==> src/pkg/pmc_defs.svh <==
// Contract
// normal mode clocks core and all peripherals, fully operational
// core-halt request stops core only; any interrupt wakes the core
// fast-wake sleep: clocks halted, fast oscillators off, regulators normal bias
// low-bias sleep: clocks halted, fast oscillators off, regulators low bias
// in either sleep, timers 3 and 4 may count from slow oscillator
// sleep ends on timer4, serial, two-wire, port match or comparator rise
// shutdown-select bit then stop bit removes power from internal nets
// in shutdown 5 V regulator stays if enabled; pins hold state
// shutdown ends only by reset pin or power-on reset (code also ends it on SRST_I)
// after reset system clock is first fast oscillator divided by 8
// system clock divider divides by 1,2,4,8,16,32,64 or 128
// each fast oscillator has a selectable divide-by-1.5 pre-scaler
// each peripheral clock gated off while peripheral unused
// sleep or halt request bit self-clears when wake ends the mode
`ifndef PMC_DEFS_SVH
`define PMC_DEFS_SVH
`define PMC_ADDR_PCA        8'h00
`define PMC_ADDR_PCB        8'h04
`define PMC_ADDR_REG        8'h08
`define PMC_ADDR_CLK        8'h0C
`define PMC_ADDR_PEN        8'h10
`define PMC_ADDR_STAT       8'h14
`define PMC_PCA_HALT        0
`define PMC_PCA_STOP        1
`define PMC_PCB_FAST        0
`define PMC_PCB_LOWB        1
`define PMC_REG_SDSEL       0
`define PMC_REG_V5EN        1
`define PMC_CLK_SEL_LSB     0
`define PMC_CLK_DIV_LSB     4
`define PMC_CLK_PRE_A       8
`define PMC_CLK_PRE_B       9
`define PMC_CLK_RESET       32'h0000_0030
`define PMC_DIV_RESET       3'h3
`define PMC_PEN_RESET       8'hFF
`define PMC_SEL_OSC_A       2'h0
`define PMC_NPER            8
`define PMC_T3              2
`define PMC_T4              3
`define PMC_RESP_OKAY       2'h0
`define PMC_RESP_SLVERR     2'h2
`endif

==> src/pkg/pmc_pkg.sv <==
package pmc_pkg;
  typedef enum logic [2:0] {
    PMC_NORMAL   = 3'h0,
    PMC_HALT     = 3'h1,
    PMC_SLP_FAST = 3'h2,
    PMC_SLP_LOWB = 3'h3,
    PMC_SHUTDOWN = 3'h4
  } pmc_mode_type;
endpackage

==> src/logic/pmc_top.sv <==
// Local design decisions: the register addresses and the AXI4-Lite slave port.
`timescale 1ns/1ns
`include "pmc_defs.svh"
module pmc_top (
  input  wire logic                 CLK_I,
  input  wire logic                 SRST_I,
  input  wire logic                 POR_I,
  input  wire logic                 RESET_PIN_N_I,
  input  wire logic [31:0]          S_AXI_AWADDR_I,
  input  wire logic                 S_AXI_AWVALID_I,
  output logic                      S_AXI_AWREADY_O,
  input  wire logic [31:0]          S_AXI_WDATA_I,
  input  wire logic [3:0]           S_AXI_WSTRB_I,
  input  wire logic                 S_AXI_WVALID_I,
  output logic                      S_AXI_WREADY_O,
  output logic [1:0]                S_AXI_BRESP_O,
  output logic                      S_AXI_BVALID_O,
  input  wire logic                 S_AXI_BREADY_I,
  input  wire logic [31:0]          S_AXI_ARADDR_I,
  input  wire logic                 S_AXI_ARVALID_I,
  output logic                      S_AXI_ARREADY_O,
  output logic [31:0]               S_AXI_RDATA_O,
  output logic [1:0]                S_AXI_RRESP_O,
  output logic                      S_AXI_RVALID_O,
  input  wire logic                 S_AXI_RREADY_I,
  input  wire logic                 IRQ_ANY_I,
  input  wire logic                 WAKE_TIMER4_I,
  input  wire logic                 WAKE_SERIAL_I,
  input  wire logic                 WAKE_TWO_WIRE_I,
  input  wire logic                 WAKE_PORT_MATCH_I,
  input  wire logic                 COMPARATOR0_I,
  output logic                      CORE_CLK_EN_O,
  output logic [`PMC_NPER-1:0]      PERIPH_CLK_EN_O,
  output logic                      T34_SLOW_CLK_EN_O,
  output logic                      FAST_OSC_A_EN_O,
  output logic                      FAST_OSC_B_EN_O,
  output logic                      REG_LOW_BIAS_O,
  output logic                      CORE_POWER_EN_O,
  output logic                      REG_5V_EN_O,
  output logic                      PIN_HOLD_O,
  output logic [1:0]                CLK_SRC_SEL_O,
  output logic [2:0]                CLK_DIV_LOG2_O,
  output logic                      PRESCALE_A_EN_O,
  output logic                      PRESCALE_B_EN_O,
  output pmc_pkg::pmc_mode_type     MODE_O
);
  import pmc_pkg::*;

  typedef struct packed {
    pmc_mode_type          mode;
    logic                  halt_req;
    logic                  fast_req;
    logic                  lowb_req;
    logic                  sd_sel;
    logic                  v5_en;
    logic [1:0]            clk_sel;
    logic [2:0]            clk_div;
    logic                  pre_a;
    logic                  pre_b;
    logic [`PMC_NPER-1:0]  per_en;
    logic                  comp_q;
    logic                  aw_got;
    logic [7:0]            aw_addr;
    logic                  w_got;
    logic [31:0]           w_data;
    logic [3:0]            w_strb;
    logic                  bvalid;
    logic [1:0]            bresp;
    logic                  rvalid;
    logic [31:0]           rdata;
    logic [1:0]            rresp;
    logic                  aw_rdy;
    logic                  w_rdy;
    logic                  ar_rdy;
  } pmc_state_type;

  pmc_state_type s_reg;
  pmc_state_type s_next;

  function automatic logic addr_known(input logic [7:0] a);
    addr_known = (a == `PMC_ADDR_PCA) || (a == `PMC_ADDR_PCB) || (a == `PMC_ADDR_REG) ||
                 (a == `PMC_ADDR_CLK) || (a == `PMC_ADDR_PEN) || (a == `PMC_ADDR_STAT);
  endfunction

  logic sleep_wake;
  logic halt_set;
  logic slp_set;
  logic comp_rise;
  logic do_write;
  logic [31:0] rd_word;
  logic [31:0] wmask;

  assign comp_rise  = COMPARATOR0_I & ~s_reg.comp_q;
  assign sleep_wake = WAKE_TIMER4_I | WAKE_SERIAL_I | WAKE_TWO_WIRE_I |
                      WAKE_PORT_MATCH_I | comp_rise;
  assign do_write   = s_reg.aw_got & s_reg.w_got & ~s_reg.bvalid;
  // a request written in the wake cycle survives the self-clear
  assign halt_set   = do_write & wmask[0] & (s_reg.aw_addr == `PMC_ADDR_PCA) &
                      s_reg.w_data[`PMC_PCA_HALT];
  assign slp_set    = do_write & wmask[0] & (s_reg.aw_addr == `PMC_ADDR_PCB) &
                      (s_reg.clk_sel == `PMC_SEL_OSC_A);

  genvar g;
  generate
    for (g = 0; g < 4; g++) begin : g_mask
      assign wmask[g*8 +: 8] = {8{s_reg.w_strb[g]}};
    end
  endgenerate

  always_comb begin
    rd_word = 32'h0000_0000;
    unique case (S_AXI_ARADDR_I[7:0])
      `PMC_ADDR_PCA: begin
        rd_word[`PMC_PCA_HALT] = s_reg.halt_req;
      end
      `PMC_ADDR_PCB: begin
        rd_word[`PMC_PCB_FAST] = s_reg.fast_req;
        rd_word[`PMC_PCB_LOWB] = s_reg.lowb_req;
      end
      `PMC_ADDR_REG: begin
        rd_word[`PMC_REG_SDSEL] = s_reg.sd_sel;
        rd_word[`PMC_REG_V5EN]  = s_reg.v5_en;
      end
      `PMC_ADDR_CLK: begin
        rd_word[`PMC_CLK_SEL_LSB +: 2] = s_reg.clk_sel;
        rd_word[`PMC_CLK_DIV_LSB +: 3] = s_reg.clk_div;
        rd_word[`PMC_CLK_PRE_A]        = s_reg.pre_a;
        rd_word[`PMC_CLK_PRE_B]        = s_reg.pre_b;
      end
      `PMC_ADDR_PEN: begin
        rd_word[`PMC_NPER-1:0] = s_reg.per_en;
      end
      `PMC_ADDR_STAT: begin
        rd_word[2:0] = s_reg.mode;
      end
      default: begin
        rd_word = 32'h0000_0000;
      end
    endcase
  end

  always_comb begin
    s_next = s_reg;
    s_next.comp_q = COMPARATOR0_I;
    // axi write channel capture
    if (S_AXI_AWVALID_I && !s_reg.aw_got) begin
      s_next.aw_got  = 1'b1;
      s_next.aw_addr = S_AXI_AWADDR_I[7:0];
    end
    if (S_AXI_WVALID_I && !s_reg.w_got) begin
      s_next.w_got  = 1'b1;
      s_next.w_data = S_AXI_WDATA_I;
      s_next.w_strb = S_AXI_WSTRB_I;
    end
    if (s_reg.bvalid && S_AXI_BREADY_I) begin
      s_next.bvalid = 1'b0;
      s_next.aw_got = 1'b0;
      s_next.w_got  = 1'b0;
    end
    if (do_write) begin
      s_next.bvalid = 1'b1;
      s_next.bresp  = addr_known(s_reg.aw_addr) ? `PMC_RESP_OKAY : `PMC_RESP_SLVERR;
      if (wmask[0]) begin
        unique case (s_reg.aw_addr)
          `PMC_ADDR_PCA: begin
            if (s_reg.w_data[`PMC_PCA_HALT])
              s_next.halt_req = 1'b1;
            if (s_reg.w_data[`PMC_PCA_STOP] && s_reg.sd_sel)
              s_next.mode = PMC_SHUTDOWN;
          end
          `PMC_ADDR_PCB: begin
            // entry requires system clock already on first fast oscillator
            if (s_reg.clk_sel == `PMC_SEL_OSC_A) begin
              s_next.fast_req = s_reg.w_data[`PMC_PCB_FAST];
              s_next.lowb_req = s_reg.w_data[`PMC_PCB_LOWB];
            end
          end
          `PMC_ADDR_REG: begin
            s_next.sd_sel = s_reg.w_data[`PMC_REG_SDSEL];
            s_next.v5_en  = s_reg.w_data[`PMC_REG_V5EN];
          end
          `PMC_ADDR_CLK: begin
            s_next.clk_sel = s_reg.w_data[`PMC_CLK_SEL_LSB +: 2];
            s_next.clk_div = s_reg.w_data[`PMC_CLK_DIV_LSB +: 3];
          end
          `PMC_ADDR_PEN: begin
            s_next.per_en = s_reg.w_data[`PMC_NPER-1:0];
          end
          default: begin
          end
        endcase
      end
      if (wmask[8] && s_reg.aw_addr == `PMC_ADDR_CLK) begin
        s_next.pre_a = s_reg.w_data[`PMC_CLK_PRE_A];
        s_next.pre_b = s_reg.w_data[`PMC_CLK_PRE_B];
      end
    end
    // axi read channel
    if (s_reg.rvalid && S_AXI_RREADY_I) begin
      s_next.rvalid = 1'b0;
    end
    if (S_AXI_ARVALID_I && !s_reg.rvalid) begin
      s_next.rvalid = 1'b1;
      s_next.rdata  = rd_word;
      s_next.rresp  = addr_known(S_AXI_ARADDR_I[7:0]) ? `PMC_RESP_OKAY : `PMC_RESP_SLVERR;
    end
    // mode sequencing
    unique case (s_reg.mode)
      PMC_NORMAL: begin
        if (s_next.mode != PMC_SHUTDOWN) begin
          if (s_reg.lowb_req)
            s_next.mode = PMC_SLP_LOWB;
          else if (s_reg.fast_req)
            s_next.mode = PMC_SLP_FAST;
          else if (s_reg.halt_req)
            s_next.mode = PMC_HALT;
        end
      end
      PMC_HALT: begin
        if (IRQ_ANY_I) begin
          s_next.mode     = PMC_NORMAL;
          if (!halt_set)
            s_next.halt_req = 1'b0;
        end
      end
      PMC_SLP_FAST, PMC_SLP_LOWB: begin
        if (sleep_wake) begin
          s_next.mode     = PMC_NORMAL;
          if (!slp_set) begin
            s_next.fast_req = 1'b0;
            s_next.lowb_req = 1'b0;
          end
        end
      end
      PMC_SHUTDOWN: begin
        s_next.mode = PMC_SHUTDOWN;
      end
      default: begin
        s_next.mode = PMC_NORMAL;
      end
    endcase
    // readies registered so every bus output leaves a flip-flop
    s_next.aw_rdy = ~s_next.aw_got;
    s_next.w_rdy  = ~s_next.w_got;
    s_next.ar_rdy = ~s_next.rvalid;
  end

  always_ff @(posedge CLK_I) begin
    if (SRST_I || POR_I || !RESET_PIN_N_I) begin
      s_reg         <= '0;
      s_reg.mode    <= PMC_NORMAL;
      s_reg.clk_sel <= `PMC_SEL_OSC_A;
      s_reg.clk_div <= `PMC_DIV_RESET;
      s_reg.per_en  <= `PMC_PEN_RESET;
      s_reg.aw_rdy  <= 1'b1;
      s_reg.w_rdy   <= 1'b1;
      s_reg.ar_rdy  <= 1'b1;
    end else begin
      s_reg <= s_next;
    end
  end

  always_ff @(posedge CLK_I) begin
    if (SRST_I || POR_I || !RESET_PIN_N_I) begin
      CORE_CLK_EN_O     <= 1'b1;
      PERIPH_CLK_EN_O   <= `PMC_PEN_RESET;
      T34_SLOW_CLK_EN_O <= 1'b0;
      FAST_OSC_A_EN_O   <= 1'b1;
      FAST_OSC_B_EN_O   <= 1'b1;
      REG_LOW_BIAS_O    <= 1'b0;
      CORE_POWER_EN_O   <= 1'b1;
      REG_5V_EN_O       <= 1'b0;
      PIN_HOLD_O        <= 1'b0;
      CLK_SRC_SEL_O     <= `PMC_SEL_OSC_A;
      CLK_DIV_LOG2_O    <= `PMC_DIV_RESET;
      PRESCALE_A_EN_O   <= 1'b0;
      PRESCALE_B_EN_O   <= 1'b0;
      MODE_O            <= PMC_NORMAL;
    end else begin
      CORE_CLK_EN_O     <= (s_next.mode == PMC_NORMAL);
      PERIPH_CLK_EN_O   <= (s_next.mode == PMC_NORMAL || s_next.mode == PMC_HALT) ?
                           s_next.per_en : '0;
      T34_SLOW_CLK_EN_O <= (s_next.mode == PMC_SLP_FAST || s_next.mode == PMC_SLP_LOWB) &&
                           (s_next.per_en[`PMC_T3] | s_next.per_en[`PMC_T4]);
      FAST_OSC_A_EN_O   <= (s_next.mode == PMC_NORMAL || s_next.mode == PMC_HALT);
      FAST_OSC_B_EN_O   <= (s_next.mode == PMC_NORMAL || s_next.mode == PMC_HALT);
      REG_LOW_BIAS_O    <= (s_next.mode == PMC_SLP_LOWB);
      CORE_POWER_EN_O   <= (s_next.mode != PMC_SHUTDOWN);
      REG_5V_EN_O       <= s_next.v5_en;
      PIN_HOLD_O        <= (s_next.mode == PMC_SHUTDOWN);
      CLK_SRC_SEL_O     <= s_next.clk_sel;
      CLK_DIV_LOG2_O    <= s_next.clk_div;
      PRESCALE_A_EN_O   <= s_next.pre_a;
      PRESCALE_B_EN_O   <= s_next.pre_b;
      MODE_O            <= s_next.mode;
    end
  end

  assign S_AXI_AWREADY_O = s_reg.aw_rdy;
  assign S_AXI_WREADY_O  = s_reg.w_rdy;
  assign S_AXI_BVALID_O  = s_reg.bvalid;
  assign S_AXI_BRESP_O   = s_reg.bresp;
  assign S_AXI_ARREADY_O = s_reg.ar_rdy;
  assign S_AXI_RVALID_O  = s_reg.rvalid;
  assign S_AXI_RDATA_O   = s_reg.rdata;
  assign S_AXI_RRESP_O   = s_reg.rresp;
endmodule

==> config.mk <==
export PLATFORM = sky130hd
export DESIGN_NAME = pmc_top
export DESIGN_NICKNAME = d
export VERILOG_FILES = /design/src/pkg/pmc_pkg.sv /design/src/logic/pmc_top.sv
export VERILOG_INCLUDE_DIRS = /design/src /design/src/pkg
export SDC_FILE = /design/constraint.sdc
export NUM_CORES = 1
export LEC_CHECK = 0
export BUFFER_PORTS_ARGS = -buffer_cell sky130_fd_sc_hd__buf_2
export CORE_MARGIN = 5
export CORE_UTILIZATION = 48
export DETAILED_ROUTE_END_ITERATION = 10
export PLACE_DENSITY = 0.85
export SLEW_MARGIN = 10
export SYNTH_ARGS = -nofsm -noshare
export SYNTH_HDL_FRONTEND = slang
export SYNTH_SLANG_ARGS = --single-unit
==> constraint.sdc <==
create_clock -name CLK_I -period 3 [get_ports CLK_I]
set_clock_uncertainty 0.05 [all_clocks]
set_input_delay 0.3 -clock CLK_I [delete_from_list [all_inputs] [get_ports CLK_I]]
set_output_delay 0.3 -clock CLK_I [all_outputs]
set_load 0.1 [all_outputs]
# [Word level (Yosys, flattened, before mapping)]
# Index checks and enable logic that the tools add are counted.
[word_totals] output_inout_bits=67 reg_bits=103 elab_cells=148
[classes] n_reduce_logical=36 muxes=42 eq_ne=20 bitwise_logic=18
[ops] cell="$mux 37" n=1
[ops] cell="$mux 35" n=1
[ops] cell="$eq 8x4->1 const B" n=4
[ops] cell="$eq 8x5->1 const B" n=4
[ops] cell="$mux 8" n=3
[ops] cell="$mux 23" n=1
[ops] cell="$mux 3" n=7
[ops] cell="$mux 2" n=10
[ops] cell="$eq 8x3->1 const B" n=2
[ops] cell="$logic_not 8->1" n=2
[ops] cell="$logic_or 1x1->1" n=14
[ops] cell="$mux 13" n=1
[ops] cell="$eq 3x2->1 const B" n=4
[ops] cell="$pmux 3 s4" n=1
[ops] cell="$mux 1" n=9
[ops] cell="$mux 9" n=1
[ops] cell="$and 1x1->1" n=8
[ops] cell="$logic_and 1x1->1" n=8
[ops] cell="$mux 4" n=2
[ops] cell="$eq 3x1->1 const B" n=2
[ops] cell="$eq 3x3->1 const B" n=2
[ops] cell="$logic_not 3->1" n=2
[ops] cell="$ne 3x3->1 const B" n=2
[ops] cell="$pmux 1 s6" n=1
[ops] cell="12 further kinds" n=24

# [Logic depth before layout (Yosys ltp)]
# Gate-level depths: netlist (run 1).
[depth] ltp_word=13 mapped_depth=6

# [Worst setup path before layout (run 1)]
# No wires, ideal clock.
[synth_timing] kind="flip-flop to flip-flop" from="register s_reg (netlist bit S_AXI_BVALID_O)" to="register PERIPH_CLK_EN_O[6]" path_buffers=1 synth_period_minus_slack_ns=2.221 setup_slack_ns=0.779 stages_incl_launch_ff=7 setup_ns=0.130 arrival_ns=2.041 required_ns=2.820 cell_sequence="dfxtp_1 nand3b_1 nor3_2 nand3_1 buf_2 mux2i_1 a21oi_2"
[synth_via] elab_chain_len=11
[synth_rtl] element="start: declaration" line="pmc_top.sv:77" source="pmc_state_type s_reg;"
[synth_rtl] element="start signal: assignment" line="pmc_top.sv:259" source="s_reg <= s_next;"
[synth_rtl] element="$not 1->1 (*)" line="pmc_top.sv:96" source="assign do_write = s_reg.aw_got & s_reg.w_got & ~s_reg.bvalid;"
[synth_rtl] element="$and 1x1->1 (*)" line="pmc_top.sv:96"
[synth_rtl] element="$mux 23 (*)" line="pmc_top.sv:160" source="if (do_write) begin"
[synth_rtl] element="$mux 3" line="pmc_top.sv:215" source="else if (s_reg.halt_req)"
[synth_rtl] element="$mux 3" line="pmc_top.sv:213" source="else if (s_reg.fast_req)"
[synth_rtl] element="$mux 3" line="pmc_top.sv:211" source="if (s_reg.lowb_req)"
[synth_rtl] element="$mux 3" line="pmc_top.sv:210" source="if (s_next.mode != PMC_SHUTDOWN) begin"
[synth_rtl] element="$pmux 3 s4" line="pmc_top.sv:208" source="unique case (s_reg.mode)"
[synth_rtl] element="$eq 3x1->1 or $logic_not 3->1 (tied branches)" line="pmc_top.sv:281" source="PERIPH_CLK_EN_O <= (s_next.mode == PMC_NORMAL || s_next.mode == PMC_HALT) ?"
[synth_rtl] element="$logic_or 1x1->1" line="pmc_top.sv:281"
[synth_rtl] element="$mux 8 (*)" line="pmc_top.sv:281"
[synth_rtl] element="end signal: assignment" line="pmc_top.sv:266" source="PERIPH_CLK_EN_O <= `PMC_PEN_RESET;"
[synth_rtl] element="end signal: assignment" line="pmc_top.sv:281"
[synth_rtl] element="end: declaration" line="pmc_top.sv:33" source="output logic [`PMC_NPER-1:0] PERIPH_CLK_EN_O,"
# Mark *: on every way between the ends. The rest lies on a longest branch, timed or not. The select of a mux whose other input is x is not followed.
# A chain may end at the register's enable or synchronous reset.

# [Worst setup path in the final report (run 1)]
[layout_timing] from="register s_reg (netlist bit S_AXI_BVALID_O)" to="register PERIPH_CLK_EN_O[7]"
# The elaborated chain is that of the path after synthesis.

==> metrics, run 1 <==
status=finished, final reports clean; post-CTS setup buffer count=0; Vias=2595; CTS tree=done; MaxCap Viol Count=0; gr usage total=0.178; DR vias/cell=5.16; ANT nets after route=0; area occupied by multi-input gates=0.00145 mm^2; DRT Pass-1 Iters=4; CTS sink count=77; most frequent cells in the layout=buf_2 (85), dfxtp_1 (77), nand2_1 (42); port buffer count=85; setup TNS=0 ns; Die Footprint=0.00869 mm^2; Fillers=637; mapped cell area=0.00332 mm^2; worst path required time=3.16 ns; initial antenna violation count=0; Setup-failing EPs final=0; post-DP HPWL=5540 um; FF/Latch Area=0.00154 mm^2; minimum clock period=2.32 ns; Final Hold Vio Count=0; row cnt=30; Post-synth EDFFs=0; syn_area_per_cell=9.29 um^2; power density cells=544 mW/mm^2; crit path kind=flip-flop to flip-flop; Fmax=0.430 GHz; number of global-route vias before repair=2536; Critical Path AT=2.49 ns; Hold Path Class=primary input to flip-flop; I/O Pins=182; commonest non-fill, non-tap cell in the layout=buf_2; global-route wire length before repair=12100 um; DR iter-0 viols=123; Slew HR=0.355; Yosys cell types=50; Leak=1.64 nW; Post-Synthesis Cells=358; H-tree depth=3; Clock Latency Late Sink=0.34 ns; Setup crit start kind=flip-flop; dpl cells=487; async set or reset register ratio after synthesis=0; Final Power=2.04 mW; crit-path max FO=10; core region area=0.00676 mm^2; Synth-to-Final Area Change=12.8%; sequential area share after synthesis=0.464; GRT Residual Overflow=0; CTS Buf Count=9; fin crit share=0.775; Slew @ Worst Pin=0.965 ns; critical path endpoint category=flip-flop; layout cell share with drive strength beyond 1=0.279; hold slack=0.127 ns; largest net degree at the start of global routing=42; # nets final=533; Clock Pin Slew Worst Setup and Hold Paths=0.07 ns; post-cts resize count=0; main flop type after synthesis=dfxtp_1; Clock Path Buffers=2; non-filler instance count after layout=503; Root Buffer=clkbuf_8; unrepaired setup endpoints after global routing=no; Starting Density=0.492; die width=93.2 um; die height=93.2 um; Final Max Tran Viols=0; peak supply drop=249 uV; GP Congestion=0.823; Wirelength per Cell=15.0 um; WL final=7560 um; number of antenna diodes=0; max reg flops=35; CTS Hold Bufs=0; Yosys reg bits=77; warnings from Yosys=0; DRC violations left=0
==> worst max-delay path, stage by stage (launching register included) <==
cell and delay (ns):
dfxtp_1 0.34, nand3b_1 0.31, nor3_2 0.41, nand3_1 0.56
mux2i_1 0.45, a21oi_2 0.09
==> metrics by stage <==
step | instance area (um^2) | setup slack (ns) | util
6_report | 3750 | 0.676 | 0.555
5_1_grt | 3750 | 0.462 | 0.555
4_1_cts | 3750 | 0.632 | 0.555
3_5_place_dp | 3560 | 0.635 | 0.526
3_3_place_gp | 3560 | 0.776 | 0.526
2_1_floorplan | 3410 | 0.779 | -
==> report_power, final <==
| part | total (mW) | internal, mW | leakage (nW) | switching, mW |
|---|---|---|---|---|
| sequential | 1.04 | 1.03 | 0.623 | 0.00624 |
| combinational | 0.250 | 0.0454 | 0.920 | 0.205 |
| clock | 0.753 | 0.405 | 0.0964 | 0.348 |
| total | 2.04 | 1.48 | 1.64 | 0.559 |
==> cells by family (layout without fill, tap and decap cells) <==
family                 count (synthesis)  in the layout  synth area share
AOI/OAI and AO/OA                     59             59             0.122
buffers and inverters                 68            110             0.128
DFF                                   77             77             0.464
muxes                                 31             31            0.0975
other                                  1             24           0.00113
and+or+nand+nor                      122            122             0.188
==> layer usage <==
metal,part of all wire,global-route usage,vias to the layer above,routed length [um]
met3,0.073,0.0563,4,552
met5,0,0,-,0
met2,0.47,0.284,88,3540
met4,0.0053,0.0525,0,40
li1,-,-,1278,-
met1,0.45,0.231,1225,3430
==> synthesized netlist by cell type (2+ instances only) <==
cell type   n  area share
dfxtp_1    77        0.46
buf_4      45        0.10
nand2_1    42       0.047
nor2_1     37       0.042
mux2i_1    29       0.087
a21oi_1    26       0.039
clkbuf_1   14       0.016
inv_1       7      0.0079
o21ai_0     6      0.0090
a32oi_1     5       0.013
nand2b_1    4      0.0075
nor2b_1     4      0.0075
nor3_1      4      0.0060
nor3b_1     4      0.0090
o21a_1      4      0.0090
a22o_1      3      0.0079
a22oi_1     3      0.0068
and4_1      3      0.0079
nand3_1     3      0.0045
a21oi_2     2      0.0053
a221oi_1    2      0.0053
a31oi_1     2      0.0038
and2_1      2      0.0038
nor3_2      2      0.0060
o21ai_1     2      0.0030
or4_4       2      0.0068
==> worst paths after layout <==
path                  start            endpoint  slack (ns)  cells past startpoint
min reg2reg       s_reg[53]           s_reg[53]        0.41                      2
max          S_AXI_BVALID_O  PERIPH_CLK_EN_O[7]        0.68                      5
min           COMPARATOR0_I           s_reg[87]        0.13                      2
max reg2reg  S_AXI_BVALID_O  PERIPH_CLK_EN_O[7]        0.68                      5
==> final cells by class <==
cell class / count / area share
Clock inverter: 4 / 0.0127
Sequential cell: 77 / 0.411
Timing Repair Buffer: 87 / 0.117
Inverter: 7 / 0.00701
Tap cell: 80 / 0.0267
Multi-Input combinational cell: 236 / 0.386
Clock buffer: 12 / 0.0387
Power figures use the tool's default switching activity.
==> inputs of run 2 (changes only) <==
CORE_UTILIZATION = 40   (was 48)
PLACE_DENSITY = 0.76   (was 0.85)
clock period = 1.9 ns   (was 3 ns; I/O delays follow)
==> run 2 against run 1 <==
Via count is 0.85% higher. First-iteration DRC count is 3.3% lower. Count of clock-buffer cells in the layout is 2 higher. Sequential power is 57% higher. Final cell count is 8.7% higher. Worst hold slack worse by 0.096 ns. Critical path type unchanged. Critical endpoint is now PERIPH_CLK_EN_O[6].
==> metrics, run 2 (same netlist as run 1, synthesis figures left out) <==
status=finished, final reports clean; Starting Density=0.407; Final Hold Vio Count=0; Die Footprint=0.0102 mm^2; port buffer count=85; max reg flops=35; # nets final=553; reg2reg setup slack=0.04 ns; fin crit share=0.977; core region area=0.00818 mm^2; commonest non-fill, non-tap cell in the layout=buf_2; Setup crit start kind=flip-flop; CP Launch Point=s_reg[85]; MaxCap Viol Count=0; Clock Path Buffers=2; Hold Path Class=primary input to flip-flop; largest net degree at the start of global routing=42; number of antenna diodes=0; Wirelength per Cell=13.8 um; crit path max-delay cell type=or4_4; initial antenna violation count=0; Critical Path AT=2.08 ns; critical path endpoint category=flip-flop; Fillers=804; CTS Buf Count=9; Setup-failing EPs final=0; Worst path max stage delay=0.57 ns; ANT nets after route=0; unrepaired setup endpoints after global routing=yes; worst r2r src=s_reg[85]; number of global-route vias before repair=2405; crit path kind=flip-flop to flip-flop; crit-path max FO=9; minimum clock period=1.86 ns; layout cell share with drive strength beyond 1=0.330; Slew @ Worst Pin=0.521 ns; most frequent cells in the layout=buf_2 (85), dfxtp_1 (75), nand2_1 (42); design area=0.00398 mm^2; Vias=2617; DR vias/cell=4.78; Fmax=0.539 GHz; DRC violations left=0; Synth-to-Final Area Change=19.6%; GP Congestion=0.798; Reg2Reg Depth=6; I/O Pins=182; global-route wire length before repair=11800 um; gr usage total=0.147; GRT Residual Overflow=0; Slew HR=0.653; worst-path cell chain=or4_4, nor3_4, and4_4, o22ai_4, buf_12, a21oi_2; CTS sink count=77; DRT Pass-1 Iters=4; Final Max Tran Viols=0; Leak=1.74 nW; row cnt=33; Clock Pin Slew Worst Setup and Hold Paths=0.07 ns; H-tree depth=3; peak supply drop=494 uV; Clock Latency Late Sink=0.34 ns; die height=101 um; worst setup path end=PERIPH_CLK_EN_O[6]; terminus of the critical flop-to-flop path=PERIPH_CLK_EN_O[6]; Root Buffer=clkbuf_8; worst path required time=2.12 ns; DR iter-0 viols=119; post-DP HPWL=5680 um; Final Power=3.15 mW; power density cells=793 mW/mm^2; CTS tree=done; die width=101 um; WL final=7540 um; placed cell areas=0.00374 mm^2
## run 2: cell types whose count changed in the layout (fill, tap and decap cells not counted), moves of 2 or more
cell / before / now
buf_4: 2 / 20
clkbuf_8: 10 / 12
dfxtp_2: 0 / 2
dfxtp_1: 77 / 75
a21oi_1: 26 / 21
a21oi_2: 2 / 7
## run 2: area by class of cell
class | instances | area, um^2 | area share
clock inverters | 1 | 5.00 | 0.00126
inverters | 7 | 26.3 | 0.00661
repair buffers | 107 | 606 | 0.152
well taps | 105 | 131 | 0.0331
flip-flops and latches | 77 | 1540 | 0.388
multi-input cells | 236 | 1490 | 0.375
clock buffers | 14 | 173 | 0.0434
## run 2: worst min-delay path by stage
stage	start	end	slack, ns	cells past startpoint
after CTS	S_AXI_AWVALID_I	s_reg[86]	0.02	2
after global routing	S_AXI_WDATA_I[9]	s_reg[54]	0.02	3
final	S_AXI_AWADDR_I[6]	s_reg[84]	0.03	3
after detailed placement	COMPARATOR0_I	s_reg[87]	0.36	2
after global placement	COMPARATOR0_I	s_reg[87]	0.35	2
after floorplan	COMPARATOR0_I	s_reg[87]	0.26	1
## run 2: metrics by stage
step,util,hold WS [ns],std cells,setup TNS (ns),setup slack (ns)
6_report,0.486,0.0309,547,0,0.0432
5_1_grt,0.486,0.0230,547,-0.0369,-0.0267
4_1_cts,0.482,0.0174,547,0,0.00110
3_5_place_dp,0.458,0.359,531,-0.00264,-0.00264
3_3_place_gp,0.458,0.355,531,0,0.0555
2_1_floorplan,-,0.262,381,0,0.0186
## run 2: worst max-delay path: cells and delay by family, from the launching register on
family | cells | cell delay, ns
DFF | 1 | 0.32
and+or+nand+nor | 3 | 1.05
buffers and inverters | 1 | 0.17
AOI/OAI and AO/OA | 2 | 0.19
## run 2: what timing repair did
action	4_1_cts	5_1_grt
hold endpoints to repair	1	0
hold buffers	1	0
setup buffers	0	1
setup endpoints to repair	1	15
gates resized for setup	1	10
pin swaps	0	2
## run 2: report_power, final
group          switching [mW]  internal, mW
registers             0.00887          1.63
clock network           0.532         0.574
logic                   0.327        0.0851
total                   0.867          2.28
## run 2: metal layers
metal  up-vias  GRT usage  wire, um
li1       1326          -         -
met1      1203      0.189      3310
met2        81      0.237      3570
met3         7     0.0517       586
met4         0     0.0389        73
met5         -          0         0
==> inputs of run 3 (changes only) <==
--- a/constraint.sdc
+++ b/constraint.sdc
@@ -3,3 +3,3 @@
 set_input_delay 0.19 -clock CLK_I [delete_from_list [all_inputs] [get_ports CLK_I]]
 set_output_delay 0.19 -clock CLK_I [all_outputs]
-set_load 0.1 [all_outputs]
+set_load 0.02 [all_outputs]
==> run 3 against run 2 <==
Die area unchanged. First-iteration DRC count decreased by 26%. Worst hold slack got worse by 0.0027 ns. Largest power group unchanged. Highest routed layer unchanged.
==> metrics, run 3 (same netlist as run 1, synthesis figures left out) <==
DR iter-0 viols=88; ANT nets after route=0; Root Buffer=clkbuf_8; dpl cells=529; crit path kind=flip-flop to flip-flop; die width=101 um; post-DP HPWL=5720 um; Clock Pin Slew Worst Setup and Hold Paths=0.08 ns; crit-path max FO=9; Critical Path AT=2.07 ns; area occupied by multi-input gates=0.00148 mm^2; H-tree depth=3; Final WS setup=0.00161 ns; Synth-to-Final Area Change=21.0%; Fillers=812; MaxCap Viol Count=0; Vias=2602; initial antenna violation count=0; max reg flops=35; Hold Path Class=primary input to flip-flop; Starting Density=0.407; status=finished, final reports clean; Setup-failing EPs final=0; fin crit share=0.999; WL final=7770 um; setup TNS=0 ns; CTS Buf Count=9; Clock Latency Late Sink=0.35 ns; worst path required time=2.08 ns; I/O Pins=182; number of antenna diodes=0; Wirelength per Cell=14.2 um; CTS tree=done; layout cell share with drive strength beyond 1=0.330; FF/Latch Area=0.00154 mm^2; Clock Path Buffers=2; non-filler instance count after layout=547; CTS sink count=77; largest net degree at the start of global routing=42; Leak=1.77 nW; minimum clock period=1.90 ns; row cnt=33; DRT Pass-1 Iters=4; Final Max Tran Viols=0; unrepaired setup endpoints after global routing=yes; Final Hold Vio Count=0; DR vias/cell=4.76; power density cells=840 mW/mm^2; die height=101 um; GRT Residual Overflow=0; Setup crit start kind=flip-flop; Setup WS pre-CTS=-0.0233 ns; DRC violations left=0; core region area=0.00818 mm^2; most frequent cells in the layout=buf_2 (85), dfxtp_1 (76), nand2_1 (42); gr usage total=0.151; Core Util, Final=0.492; peak supply drop=475 uV; hold slack=0.0282 ns; Fmax=0.527 GHz; number of global-route vias before repair=2535; GP Congestion=0.860; Die Footprint=0.0102 mm^2; # nets final=552; commonest non-fill, non-tap cell in the layout=buf_2; port buffer count=85; global-route wire length before repair=12100 um; critical path endpoint category=flip-flop
## run 3: worst paths after layout
check	start	slack, ns	to	cells past startpoint
max	s_reg[82]	0.002	PERIPH_CLK_EN_O[5]	6
min	S_AXI_WDATA_I[8]	0.03	s_reg[53]	3
max reg2reg	s_reg[82]	0.002	PERIPH_CLK_EN_O[5]	6
min reg2reg	S_AXI_RDATA_O[0]	0.41	S_AXI_RDATA_O[0]	2
## run 3: critical path, stage by stage, from the launching register on
cell     delay (ns)
dfxtp_2        0.32
or4_4          0.56
nor2_2         0.24
a41oi_4        0.17
o22ai_4        0.22
buf_12         0.16
a21oi_1        0.04
## run 3: through the flow
stage          cell area (um^2)  power [mW]
6_report                   4020        3.38
3_3_place_gp               3730        1.89
3_5_place_dp               3730        1.90
2_1_floorplan              3410        1.85
4_1_cts                    3990        3.41
5_1_grt                    4020        3.52
## run 3: area by class of cell
cell class	count	share of cell area
Clock inverter	7	0.0302
Multi-Input combinational cell	236	0.367
Inverter	7	0.00653
Tap cell	105	0.0327
Timing Repair Buffer	106	0.149
Sequential cell	77	0.384
Clock buffer	9	0.0308
## run 3: repair_timing
| item | in CTS | in global routing |
|---|---|---|
| buffers inserted | 0 | 2 |
| hold buffers | 1 | 0 |
| hold endpoints to repair | 1 | 0 |
| pin swaps | 1 | 6 |
| resized for setup | 1 | 8 |
| endpoints found under the setup margin | 5 | 17 |
## run 3: power by group
group,internal (mW),total [mW],switching (mW)
clock,0.882,1.51,0.633
combinational,0.0844,0.229,0.145
sequential,1.62,1.63,0.00877
## run 3: routing by layer
layer  up-vias  wire, um  global-route usage
met5         -         0                   0
met4         0        64              0.0521
met3         6       612              0.0393
met2        88      3690               0.247
met1      1184      3400               0.193
li1       1324         -                   -
